`config.mk`:
```
export PLATFORM = sky130hd
export DESIGN_NAME = pll_lock_and_divider_control
export DESIGN_NICKNAME = d
export VERILOG_FILES = /design/src/pkg/loop_pkg.sv /design/src/pkg/loop_if.sv /design/src/hdl/post_divider.sv /design/src/hdl/feedback_divider.sv /design/src/hdl/pll_lock_and_divider_control.sv
export SDC_FILE = /design/constraint.sdc
export NUM_CORES = 1
export LEC_CHECK = 0
export BUFFER_PORTS_ARGS = -buffer_cell sky130_fd_sc_hd__buf_2
export CAP_MARGIN = 40
export CELL_PAD_IN_SITES_DETAIL_PLACEMENT = 0
export CELL_PAD_IN_SITES_GLOBAL_PLACEMENT = 1
export CORE_MARGIN = 5
export CORE_UTILIZATION = 26
export CTS_CLUSTER_DIAMETER = 120
export DETAILED_ROUTE_END_ITERATION = 6
export PLACE_DENSITY_LB_ADDON = 0.05
export SLEW_MARGIN = 20
export SYNTH_ARGS = -nofsm -noshare
export SYNTH_HDL_FRONTEND = slang
export SYNTH_SLANG_ARGS = --single-unit
export TNS_END_PERCENT = 50
```
`constraint.sdc`:
```
create_clock -name clk_sys -period 2.2 [get_ports clk_sys]
set_input_delay 0.44 -clock clk_sys [delete_from_list [all_inputs] [get_ports clk_sys]]
set_output_delay 0.44 -clock clk_sys [all_outputs]
set_load 0.02 [all_outputs]
```
`src/pkg/loop_pkg.sv`:
```
// constants, types and helpers shared by the loop control design
package loop_pkg;
    localparam int LOOPS = 2;
    localparam int ADDR_W = 4;
    localparam int DATA_W = 32;
    localparam int FEEDBACK_DIV_SELECT_W = 5;
    localparam int PSEL_W = 2;
    localparam int CRIT_W = 4;
    localparam int PCNT_W = 4;
    localparam int RUN_W = 4;
    localparam int ERR_W = 8;

    // register offsets (byte addresses)
    localparam logic [ADDR_W-1:0] OFS_CTRL_BASE = 4'h0;
    localparam logic [ADDR_W-1:0] OFS_CTRL_STRIDE = 4'h4;
    localparam logic [ADDR_W-1:0] OFS_STATUS = 4'h8;
    localparam logic [ADDR_W-1:0] OFS_CRIT = 4'hC;

    // loop_control_reg field positions
    localparam int F_FEEDBACK_DIV_SELECT_LO = 0;
    localparam int F_PSEL_LO = 5;
    localparam int F_BYPASS = 7;
    localparam int F_PD = 8;
    // status field positions
    localparam int F_ST_LOCK_LO = 0;
    localparam int F_ST_PD_LO = 2;

    // values after reset
    localparam logic [FEEDBACK_DIV_SELECT_W-1:0] RST_FEEDBACK_DIV_SELECT = 5'h00;
    localparam logic [PSEL_W-1:0] RST_PSEL = 2'h0;
    localparam logic RST_BYPASS = 1'b0;
    localparam logic RST_PD = 1'b1;
    localparam logic [CRIT_W-1:0] RST_CRIT = 4'h2;

    // lock needs more than this many good measurements in a row
    localparam logic [RUN_W-1:0] LOCK_RUN = 4'h8;

    typedef enum logic [1:0] {
        DET_OFF = 2'b00,
        DET_ARMED = 2'b01,
        DET_WAIT = 2'b11
    } det_state_t;

    function automatic logic rise(input logic prev, input logic cur);
        return cur & ~prev;
    endfunction

    // post divider P from the select field: 1, 2, 4, 8
    function automatic logic [PCNT_W-1:0] post_ratio(input logic [PSEL_W-1:0] psel);
        return 4'h1 << psel;
    endfunction

    function automatic logic [ADDR_W-1:0] ctrl_addr(input int idx);
        return OFS_CTRL_BASE + ADDR_W'(idx * 4);
    endfunction
endpackage

```
`src/pkg/loop_if.sv`:
```
// per-loop signals between the control core and its dividers
`timescale 1ns/1ps
interface loop_if;
    logic [loop_pkg::FEEDBACK_DIV_SELECT_W-1:0] m_sel;
    logic [loop_pkg::PSEL_W-1:0] p_sel;
    logic bypass;
    logic powerdown;
    logic out_edge;
    logic fb_edge;

    modport ctrl (output m_sel, output p_sel, output bypass, output powerdown,
                  input fb_edge);
    modport post (input p_sel, input bypass, input powerdown, output out_edge);
    modport fbdiv (input m_sel, input powerdown, input out_edge, output fb_edge);
endinterface

```
`src/hdl/post_divider.sv`:
```
// post divider: oscillator divided by 2P, or bypassed straight through
`timescale 1ns/1ps
module post_divider
    import loop_pkg::*;
(
    input wire logic clk_sys,
    input wire logic reset_n,
    input wire logic osc_clk_in,
    loop_if.post lp,
    output logic clk_out
);
    logic osc_q, osc_d;
    logic [PCNT_W-1:0] cnt_q, cnt_d;
    logic out_q, out_d;
    logic edge_q, edge_d;

    // half period is P oscillator edges, so the output is 50% duty
    always_comb begin
        osc_d = osc_clk_in;
        cnt_d = cnt_q;
        out_d = out_q;
        edge_d = 1'b0;
        if (lp.powerdown) begin
            cnt_d = '0;
            out_d = 1'b0;
        end else if (lp.bypass) begin
            out_d = osc_clk_in;
            edge_d = rise(osc_q, osc_clk_in);
        end else if (rise(osc_q, osc_clk_in)) begin
            if (cnt_q == post_ratio(lp.p_sel) - 4'h1) begin
                cnt_d = '0;
                out_d = ~out_q;
                edge_d = ~out_q;
            end else begin
                cnt_d = cnt_q + 4'h1;
            end
        end
    end

    always_ff @(posedge clk_sys or negedge reset_n) begin
        if (!reset_n) begin
            osc_q <= 1'b0;
            cnt_q <= '0;
            out_q <= 1'b0;
            edge_q <= 1'b0;
        end else begin
            osc_q <= osc_d;
            cnt_q <= cnt_d;
            out_q <= out_d;
            edge_q <= edge_d;
        end
    end

    assign lp.out_edge = edge_q;
    assign clk_out = out_q;
endmodule

```
`src/hdl/feedback_divider.sv`:
```
// feedback divider: output clock divided by M = select + 1
`timescale 1ns/1ps
module feedback_divider
    import loop_pkg::*;
(
    input wire logic clk_sys,
    input wire logic reset_n,
    loop_if.fbdiv lp,
    output logic fb_clk
);
    logic [FEEDBACK_DIV_SELECT_W-1:0] cnt_q, cnt_d;
    logic fb_q, fb_d;
    logic edge_q, edge_d;

    // counts 0..select, so the ratio is select plus one
    always_comb begin
        cnt_d = cnt_q;
        fb_d = fb_q;
        edge_d = 1'b0;
        if (lp.powerdown) begin
            cnt_d = '0;
            fb_d = 1'b0;
        end else if (lp.out_edge) begin
            if (cnt_q == lp.m_sel) begin
                cnt_d = '0;
                edge_d = 1'b1;
            end else begin
                cnt_d = cnt_q + 5'h01;
            end
            fb_d = (cnt_d == '0);
        end
    end

    always_ff @(posedge clk_sys or negedge reset_n) begin
        if (!reset_n) begin
            cnt_q <= '0;
            fb_q <= 1'b0;
            edge_q <= 1'b0;
        end else begin
            cnt_q <= cnt_d;
            fb_q <= fb_d;
            edge_q <= edge_d;
        end
    end

    assign lp.fb_edge = edge_q;
    assign fb_clk = fb_q;
endmodule

```
`src/hdl/pll_lock_and_divider_control.sv`:
```
// loop control: registers, lock detectors and two divider chains
//
// Chosen here: strobed register access and the register addresses.
`timescale 1ns/1ps
module pll_lock_and_divider_control
    import loop_pkg::*;
(
    input wire logic clk_sys,
    input wire logic reset_n,
    input wire logic [loop_pkg::ADDR_W-1:0] reg_addr,
    input wire logic [loop_pkg::DATA_W-1:0] reg_wdata,
    input wire logic reg_wr,
    input wire logic reg_rd,
    output logic [loop_pkg::DATA_W-1:0] reg_rdata,
    input wire logic [loop_pkg::LOOPS-1:0] ref_clk_in,
    input wire logic [loop_pkg::LOOPS-1:0] osc_clk_in,
    output logic [loop_pkg::LOOPS-1:0] osc_run,
    output logic [loop_pkg::LOOPS-1:0] div_reset,
    output logic [loop_pkg::LOOPS-1:0] loop_output_clock,
    output logic [loop_pkg::LOOPS-1:0] feedback_clock,
    output logic [loop_pkg::LOOPS-1:0] loop_locked
);
    import loop_pkg::*;

    // control register state, one set per loop apart from the shared criterion
    logic [FEEDBACK_DIV_SELECT_W-1:0] feedback_div_select_q [LOOPS];
    logic [FEEDBACK_DIV_SELECT_W-1:0] feedback_div_select_d [LOOPS];
    logic [PSEL_W-1:0] psel_q [LOOPS];
    logic [PSEL_W-1:0] psel_d [LOOPS];
    logic [LOOPS-1:0] bypass_q, bypass_d;
    logic [LOOPS-1:0] pd_q, pd_d;
    // one criterion serves both loops, which keeps the map small
    logic [CRIT_W-1:0] crit_q, crit_d;

    // pins that follow power-down, registered so outputs come from flops
    logic [LOOPS-1:0] osc_run_q, osc_run_d;
    logic [LOOPS-1:0] div_reset_q, div_reset_d;

    // lock status towards software
    logic [LOOPS-1:0] lock_w;
    logic [LOOPS-1:0] lock_meta_q, lock_meta_d;
    logic [LOOPS-1:0] lock_sync_q, lock_sync_d;

    logic [DATA_W-1:0] rdata_q, rdata_d;

    // register writes; a write to a divider field takes effect at once,
    // so software is expected to hold the loop in power-down meanwhile,
    // and a write to an unmapped offset leaves every field as it was
    always_comb begin
        feedback_div_select_d = feedback_div_select_q;
        psel_d = psel_q;
        bypass_d = bypass_q;
        pd_d = pd_q;
        crit_d = crit_q;
        if (reg_wr) begin
            for (int i = 0; i < LOOPS; i++) begin
                if (reg_addr == ctrl_addr(i)) begin
                    feedback_div_select_d[i] = reg_wdata[F_FEEDBACK_DIV_SELECT_LO +: FEEDBACK_DIV_SELECT_W];
                    psel_d[i] = reg_wdata[F_PSEL_LO +: PSEL_W];
                    bypass_d[i] = reg_wdata[F_BYPASS];
                    pd_d[i] = reg_wdata[F_PD];
                end
            end
            if (reg_addr == OFS_CRIT) begin
                crit_d = reg_wdata[CRIT_W-1:0];
            end
        end
    end

    always_ff @(posedge clk_sys or negedge reset_n) begin
        if (!reset_n) begin
            for (int i = 0; i < LOOPS; i++) begin
                feedback_div_select_q[i] <= RST_FEEDBACK_DIV_SELECT;
                psel_q[i] <= RST_PSEL;
            end
            bypass_q <= {LOOPS{RST_BYPASS}};
            pd_q <= {LOOPS{RST_PD}};
            crit_q <= RST_CRIT;
        end else begin
            feedback_div_select_q <= feedback_div_select_d;
            psel_q <= psel_d;
            bypass_q <= bypass_d;
            pd_q <= pd_d;
            crit_q <= crit_d;
        end
    end

    // analog enables: oscillator and detector run
    // only out of power-down; divider reset mirrors the control bit
    always_comb begin
        osc_run_d = ~pd_q;
        div_reset_d = pd_q;
    end

    always_ff @(posedge clk_sys or negedge reset_n) begin
        if (!reset_n) begin
            osc_run_q <= '0;
            div_reset_q <= '1;
        end else begin
            osc_run_q <= osc_run_d;
            div_reset_q <= div_reset_d;
        end
    end

    // one chain per loop: index 0 is the system loop, 1 the serial bus
    for (genvar g = 0; g < LOOPS; g++) begin : chain
        loop_if lp ();
        logic ref_q, ref_d;
        det_state_t state_q, state_d;
        logic [ERR_W-1:0] since_fb_q, since_fb_d;
        logic [ERR_W-1:0] timer_q, timer_d;
        logic [RUN_W-1:0] run_q, run_d;
        logic lock_q, lock_d;
        logic ref_rise;
        logic match;
        logic miss;
        logic [ERR_W-1:0] crit_w;

        assign lp.m_sel = feedback_div_select_q[g];
        assign lp.p_sel = psel_q[g];
        assign lp.bypass = bypass_q[g];
        assign lp.powerdown = pd_q[g];
        assign crit_w = ERR_W'(crit_q);

        post_divider u_post (
            .clk_sys(clk_sys),
            .reset_n(reset_n),
            .osc_clk_in(osc_clk_in[g]),
            .lp(lp.post),
            .clk_out(loop_output_clock[g])
        );

        feedback_divider u_fb (
            .clk_sys(clk_sys),
            .reset_n(reset_n),
            .lp(lp.fbdiv),
            .fb_clk(feedback_clock[g])
        );

        // phase check: a feedback edge one to crit plus one cycles before or after
        // a reference edge counts as a match, anything else is a miss
        always_comb begin
            ref_d = ref_clk_in[g];
            ref_rise = rise(ref_q, ref_clk_in[g]);
            state_d = state_q;
            timer_d = timer_q;
            run_d = run_q;
            lock_d = lock_q;
            match = 1'b0;
            miss = 1'b0;
            // saturating age of the last feedback edge
            if (lp.fb_edge) begin
                since_fb_d = '0;
            end else if (since_fb_q != '1) begin
                since_fb_d = since_fb_q + 8'h01;
            end else begin
                since_fb_d = since_fb_q;
            end
            case (state_q)
                DET_OFF: begin
                    if (!pd_q[g]) begin
                        state_d = DET_ARMED;
                    end
                end
                DET_ARMED: begin
                    // the age count starts the cycle after the feedback edge, so a
                    // reference trailing by crit plus one cycles still matches
                    if (ref_rise) begin
                        if (since_fb_q <= crit_w) begin
                            match = 1'b1;
                        end else begin
                            state_d = DET_WAIT;
                            timer_d = '0;
                        end
                    end
                end
                DET_WAIT: begin
                    timer_d = timer_q + 8'h01;
                    if (lp.fb_edge && timer_q <= crit_w) begin
                        match = 1'b1;
                        state_d = DET_ARMED;
                    end else if (timer_q >= crit_w || ref_rise) begin
                        miss = 1'b1;
                        state_d = DET_ARMED;
                    end
                end
                default: begin
                    state_d = DET_OFF;
                end
            endcase
            // the run count stops one above the threshold, so it cannot wrap
            // back to zero and drop a held lock by itself
            if (match && run_q <= LOCK_RUN) begin
                run_d = run_q + 4'h1;
            end
            if (run_d > LOCK_RUN) begin
                lock_d = 1'b1;
            end
            if (miss) begin
                run_d = '0;
                lock_d = 1'b0;
            end
            // power-down wins over everything and restarts qualification;
            // parking the age at its ceiling stops a stale feedback edge from
            // matching the first reference edge once power-down ends
            if (pd_q[g]) begin
                state_d = DET_OFF;
                since_fb_d = '1;
                timer_d = '0;
                run_d = '0;
                lock_d = 1'b0;
            end
        end

        always_ff @(posedge clk_sys or negedge reset_n) begin
            if (!reset_n) begin
                ref_q <= 1'b0;
                state_q <= DET_OFF;
                since_fb_q <= '1;
                timer_q <= '0;
                run_q <= '0;
                lock_q <= 1'b0;
            end else begin
                ref_q <= ref_d;
                state_q <= state_d;
                since_fb_q <= since_fb_d;
                timer_q <= timer_d;
                run_q <= run_d;
                lock_q <= lock_d;
            end
        end

        assign lock_w[g] = lock_q;
        assign loop_locked[g] = lock_q;
    end

    // two stages keep the status bit steady for software reads
    always_comb begin
        lock_meta_d = lock_w;
        lock_sync_d = lock_meta_q;
    end

    always_ff @(posedge clk_sys or negedge reset_n) begin
        if (!reset_n) begin
            lock_meta_q <= '0;
            lock_sync_q <= '0;
        end else begin
            lock_meta_q <= lock_meta_d;
            lock_sync_q <= lock_sync_d;
        end
    end

    // read data stand for one cycle only; unmapped reads return zero
    // status lock bits trail loop_locked by two cycles; the power-down
    // bits are the control bits themselves, not the delayed pins
    always_comb begin
        rdata_d = '0;
        if (reg_rd) begin
            for (int i = 0; i < LOOPS; i++) begin
                if (reg_addr == ctrl_addr(i)) begin
                    rdata_d[F_FEEDBACK_DIV_SELECT_LO +: FEEDBACK_DIV_SELECT_W] = feedback_div_select_q[i];
                    rdata_d[F_PSEL_LO +: PSEL_W] = psel_q[i];
                    rdata_d[F_BYPASS] = bypass_q[i];
                    rdata_d[F_PD] = pd_q[i];
                end
            end
            if (reg_addr == OFS_STATUS) begin
                rdata_d[F_ST_LOCK_LO +: LOOPS] = lock_sync_q;
                rdata_d[F_ST_PD_LO +: LOOPS] = pd_q;
            end
            if (reg_addr == OFS_CRIT) begin
                rdata_d[CRIT_W-1:0] = crit_q;
            end
        end
    end

    always_ff @(posedge clk_sys or negedge reset_n) begin
        if (!reset_n) begin
            rdata_q <= '0;
        end else begin
            rdata_q <= rdata_d;
        end
    end

    assign reg_rdata = rdata_q;
    assign osc_run = osc_run_q;
    assign div_reset = div_reset_q;
endmodule

```
==> results by group <==
GRT
  – Gr usage total: between 10% and 20%
  – Initial antenna violation count: 0
  – Global-route wire length before repair: 28100 um
  – Total gr overflow: 0
  – Largest net degree at the start of global routing: approximately 50
  – Number of global-route vias before repair: 5324

STA
  – Slew @ Worst Pin: 578 ps
  – Rel. slew slack: 61.5%
  – Setup Viol. Count Final: 12
  – RSZ-0062 raised after global routing: true
  – Period utilization: 103%
  – Final Slew Violations: 0
  – Hold slack: 172 ps
  – PnR worst setup slack: -64.2 ps
  – Setup Skew: 8.95 ps
  – Fmax: 442 MHz
  – Final Hold Fails: 0
  – Final min period: roughly 2300 ps

Placement
  – Detailed placement HPWL: 11900 um
  – GPL Wtd Cong: just under 0.8
  – Cells after DPL: 1046
  – IO buf count: 39

CTS
  – Skew-Pair Late Insertion Delay: 420 ps
  – TritonCTS clock tree: built
  – H-tree depth: 4
  – Root Driver: clkbuf_16
  – Clock sinks: 115
  – CTS Buf Count: 17
  – Clock Pin Slew Worst Setup and Hold Paths: 60 ps
  – Maximum buffer depth of the clock tree: 2

Floorplanning
  – I/O Pins: 86
  – Die area: 0.0275 mm2
  – Die W: 166 um
  – Core Footprint: about 0.024 mm2
  – Initial Util: 26.1%
  – Number of placement rows: 57
  – Die Y: 166 um

Logic synthesis
  – Cells after Synth: 650
  – Post-Synth XOR/XNOR Area: 3.61%
  – Mapped cell area: 0.00630 mm2
  – Largest family of logic cells by synthesized area: simple AND/OR/NAND/NOR gates
  – Number of synthesized flops with an enable pin: 0
  – Register bit total from synthesis: 115
  – Mux contribution to synthesized area: 5.08%
  – Yosys warning total: 0
  – Sequential area share after synthesis: 46.1%
  – Asr flop ratio synth: 100%
  – Adder-cell share of the synthesized area: 5.56%
  – Synth Area in Compound Gates: between 10% and 20%
  – Simple-gate area share of the yosys netlist: 17.7%
  – Main synth FF type: dfrtp_1
  – Syn Area/Cell: 9.70 um2
  – Count of cell types in the netlist: 63

Run status
  – Failing checks: negative setup slack
  – Run status: complete, but fails checks

Worst setup path
  – Crit Path Category: flop to flop
  – Reg2Reg Setup Slack: -60 ps
  – Reg2reg path depth: 9
  – CP endpoint kind: flop
  – Worst path required time: roughly 2500 ps
  – Crit start category: flop
  – Crit Reg-Reg Endpoint: chain[1].lock_q
  – Crit-path max FO: 4
  – Crit path arrival time: 2580 ps
  – Reg-to-Reg Start: crit_q[1]

Cells and area
  – Most frequent cells in the layout: dfrtp_1 (94), nor2_1 (51), buf_4 (50), o21ai_0 (40), nand2_1 (40)
  – Commonest non-fill, non-tap cell in the layout: dfrtp_1
  – # diodes: 0
  – Final nets: 818
  – Layout Cells excl Fill: about 1100
  – Layout cells sized above 1: 28.5%
  – Area growth, synth to finish: 27.8%

Route
  – Routed Antenna Nets: 0
  – DR pass1 iterations: 6
  – Via count: 5073
  – WL/cell: ~16 um
  – Iter 0 DRT Violations: about 260
  – Vias per cell: 4.68
  – Drt total wl: between 15000 and 20000 um
  – # DRC: 0

Min path
  – Hold WC Path Type: input port to flop
  – Hold Path End: chain[1].u_post.osc_q
  – Hold Crit Start: osc_clk_in[1]
  – WHS Path Cells: 1

Pwr
  – Leakage power: 3.51 nW
  – Power Density: 1010 mW/mm2
  – Peak supply drop: 0.000421 V

Flow run
  – Maximum capacitance violations: 0
[worst max path at each step]
stage,from,endpoint,cells past startpoint
after CTS,crit_q[1],chain[1].lock_q,9
final,crit_q[1],chain[1].lock_q,9
after global placement,crit_q[1],chain[1].timer_q[3],9
after detailed placement,crit_q[1],chain[1].timer_q[6],9
after floorplan,crit_q[1],chain[0].run_q[2],8
after global routing,crit_q[1],chain[1].lock_q,9
[metal layers]
layer	global-route usage, %	up-vias	part of all wire (%)
li1	-	2497	-
met1	17.1	2472	49
met2	20.2	85	46
met3	2.76	19	2.9
met4	4.30	0	1.5
met5	0	-	0
[registers in the layout, indices dropped and copies added (netlist names), 4 cells and up]
name	flops
chain.timer_q	16
chain.lp.p_sel	4
reg_rdata	9
chain.u_post.cnt_q	8
crit_q	4
chain.state_q	4
chain.since_fb_q	16
chain.run_q	8
chain.lp.m_sel	10
chain.u_fb.cnt_q	10
[metrics by stage]
| stage | worst slack [ps] | total power, mW | setup TNS [ps] | cell area (um2) | util [%] |
|---|---|---|---|---|---|
| global placement | -359 | 5.12 | -6210 | 7150 | 29.7 |
| detailed placement | -441 | 5.16 | -7470 | 7150 | 29.7 |
| global route | -183 | 8.73 | -2180 | 8060 | 33.4 |
| CTS | -76.8 | 8.17 | -670 | 7950 | 33.0 |
| finish | -64.2 | 8.14 | -228 | 8060 | 33.4 |
| floorplan | -23.2 | 4.35 | -56.5 | 6390 | - |
[synth_stat cells (5+ instances only)]
| library cell | count | share of area, % |
|---|---|---|
| xor2_1 | 14 | 1.9 |
| o21ai_0 | 45 | 3.6 |
| nor3_1 | 23 | 1.8 |
| dfstp_2 | 21 | 8.8 |
| a22oi_1 | 9 | 1.1 |
| dfrtp_1 | 94 | 37 |
| nor4b_1 | 6 | 0.83 |
| nand2b_1 | 6 | 0.60 |
| mux2_2 | 24 | 4.3 |
| inv_1 | 36 | 2.1 |
| a21boi_0 | 5 | 0.60 |
| a21oi_1 | 40 | 3.2 |
| a31oi_1 | 8 | 0.79 |
| o32ai_1 | 7 | 0.97 |
| xnor2_1 | 12 | 1.7 |
| mux2i_1 | 5 | 0.79 |
| nand2_1 | 41 | 2.4 |
| nand4_1 | 10 | 0.99 |
| nand3_1 | 34 | 2.7 |
| nor2b_1 | 11 | 1.1 |
| buf_4 | 29 | 3.5 |
| nor2_1 | 54 | 3.2 |
| ha_1 | 28 | 5.6 |
| clkbuf_1 | 11 | 0.66 |
| or3_1 | 5 | 0.50 |
[report_power, final]
group | total [mW] | leakage (nW) | internal (mW) | switching [mW]
clock | 2.73 | 0.269 | 1.72 | 1.01
sequential | 2.93 | 1.47 | 2.54 | 0.391
combinational | 2.47 | 1.77 | 1.13 | 1.34
total | 8.14 | 3.51 | 5.39 | 2.75
[critical path: stages, from the launching register on]
cell and delay, ps:
dfstp_2 550, inv_4 60, buf_6 110, ha_4 230, nor2b_4 110, o211ai_1 240, a21boi_2 110, o31a_1 300
or2_4 250, a311oi_2 210
[layout make-up]
class	count	area, um2
fillers	2539	16000
multi-input cells	477	3360
flip-flops and latches	115	2900
repair buffers	96	672
clock buffers	23	468
well taps	324	405
inverters	39	149
clock inverters	9	105
[what timing repair did]
| action | CTS | global route |
|---|---|---|
| hold endpoints to repair | 28 | 0 |
| hold buffers | 1 | 0 |
| setup buffers | 3 | 1 |
| gates resized for setup | 36 | 23 |
| setup endpoints to repair | 27 | 25 |
| pin swaps | 17 | 13 |
[logic make-up after synthesis]
kind of cell             Yosys count
AND/OR/NAND/NOR                  218
AO/OA/AOI/OAI                    153
flip-flops                       115
buffers and inverters             80
multiplexers                      29
adder cells (fa/ha/maj)           28
XOR/XNOR                          26
other                              1
Note: power is estimated with default switching activity, not from simulation.
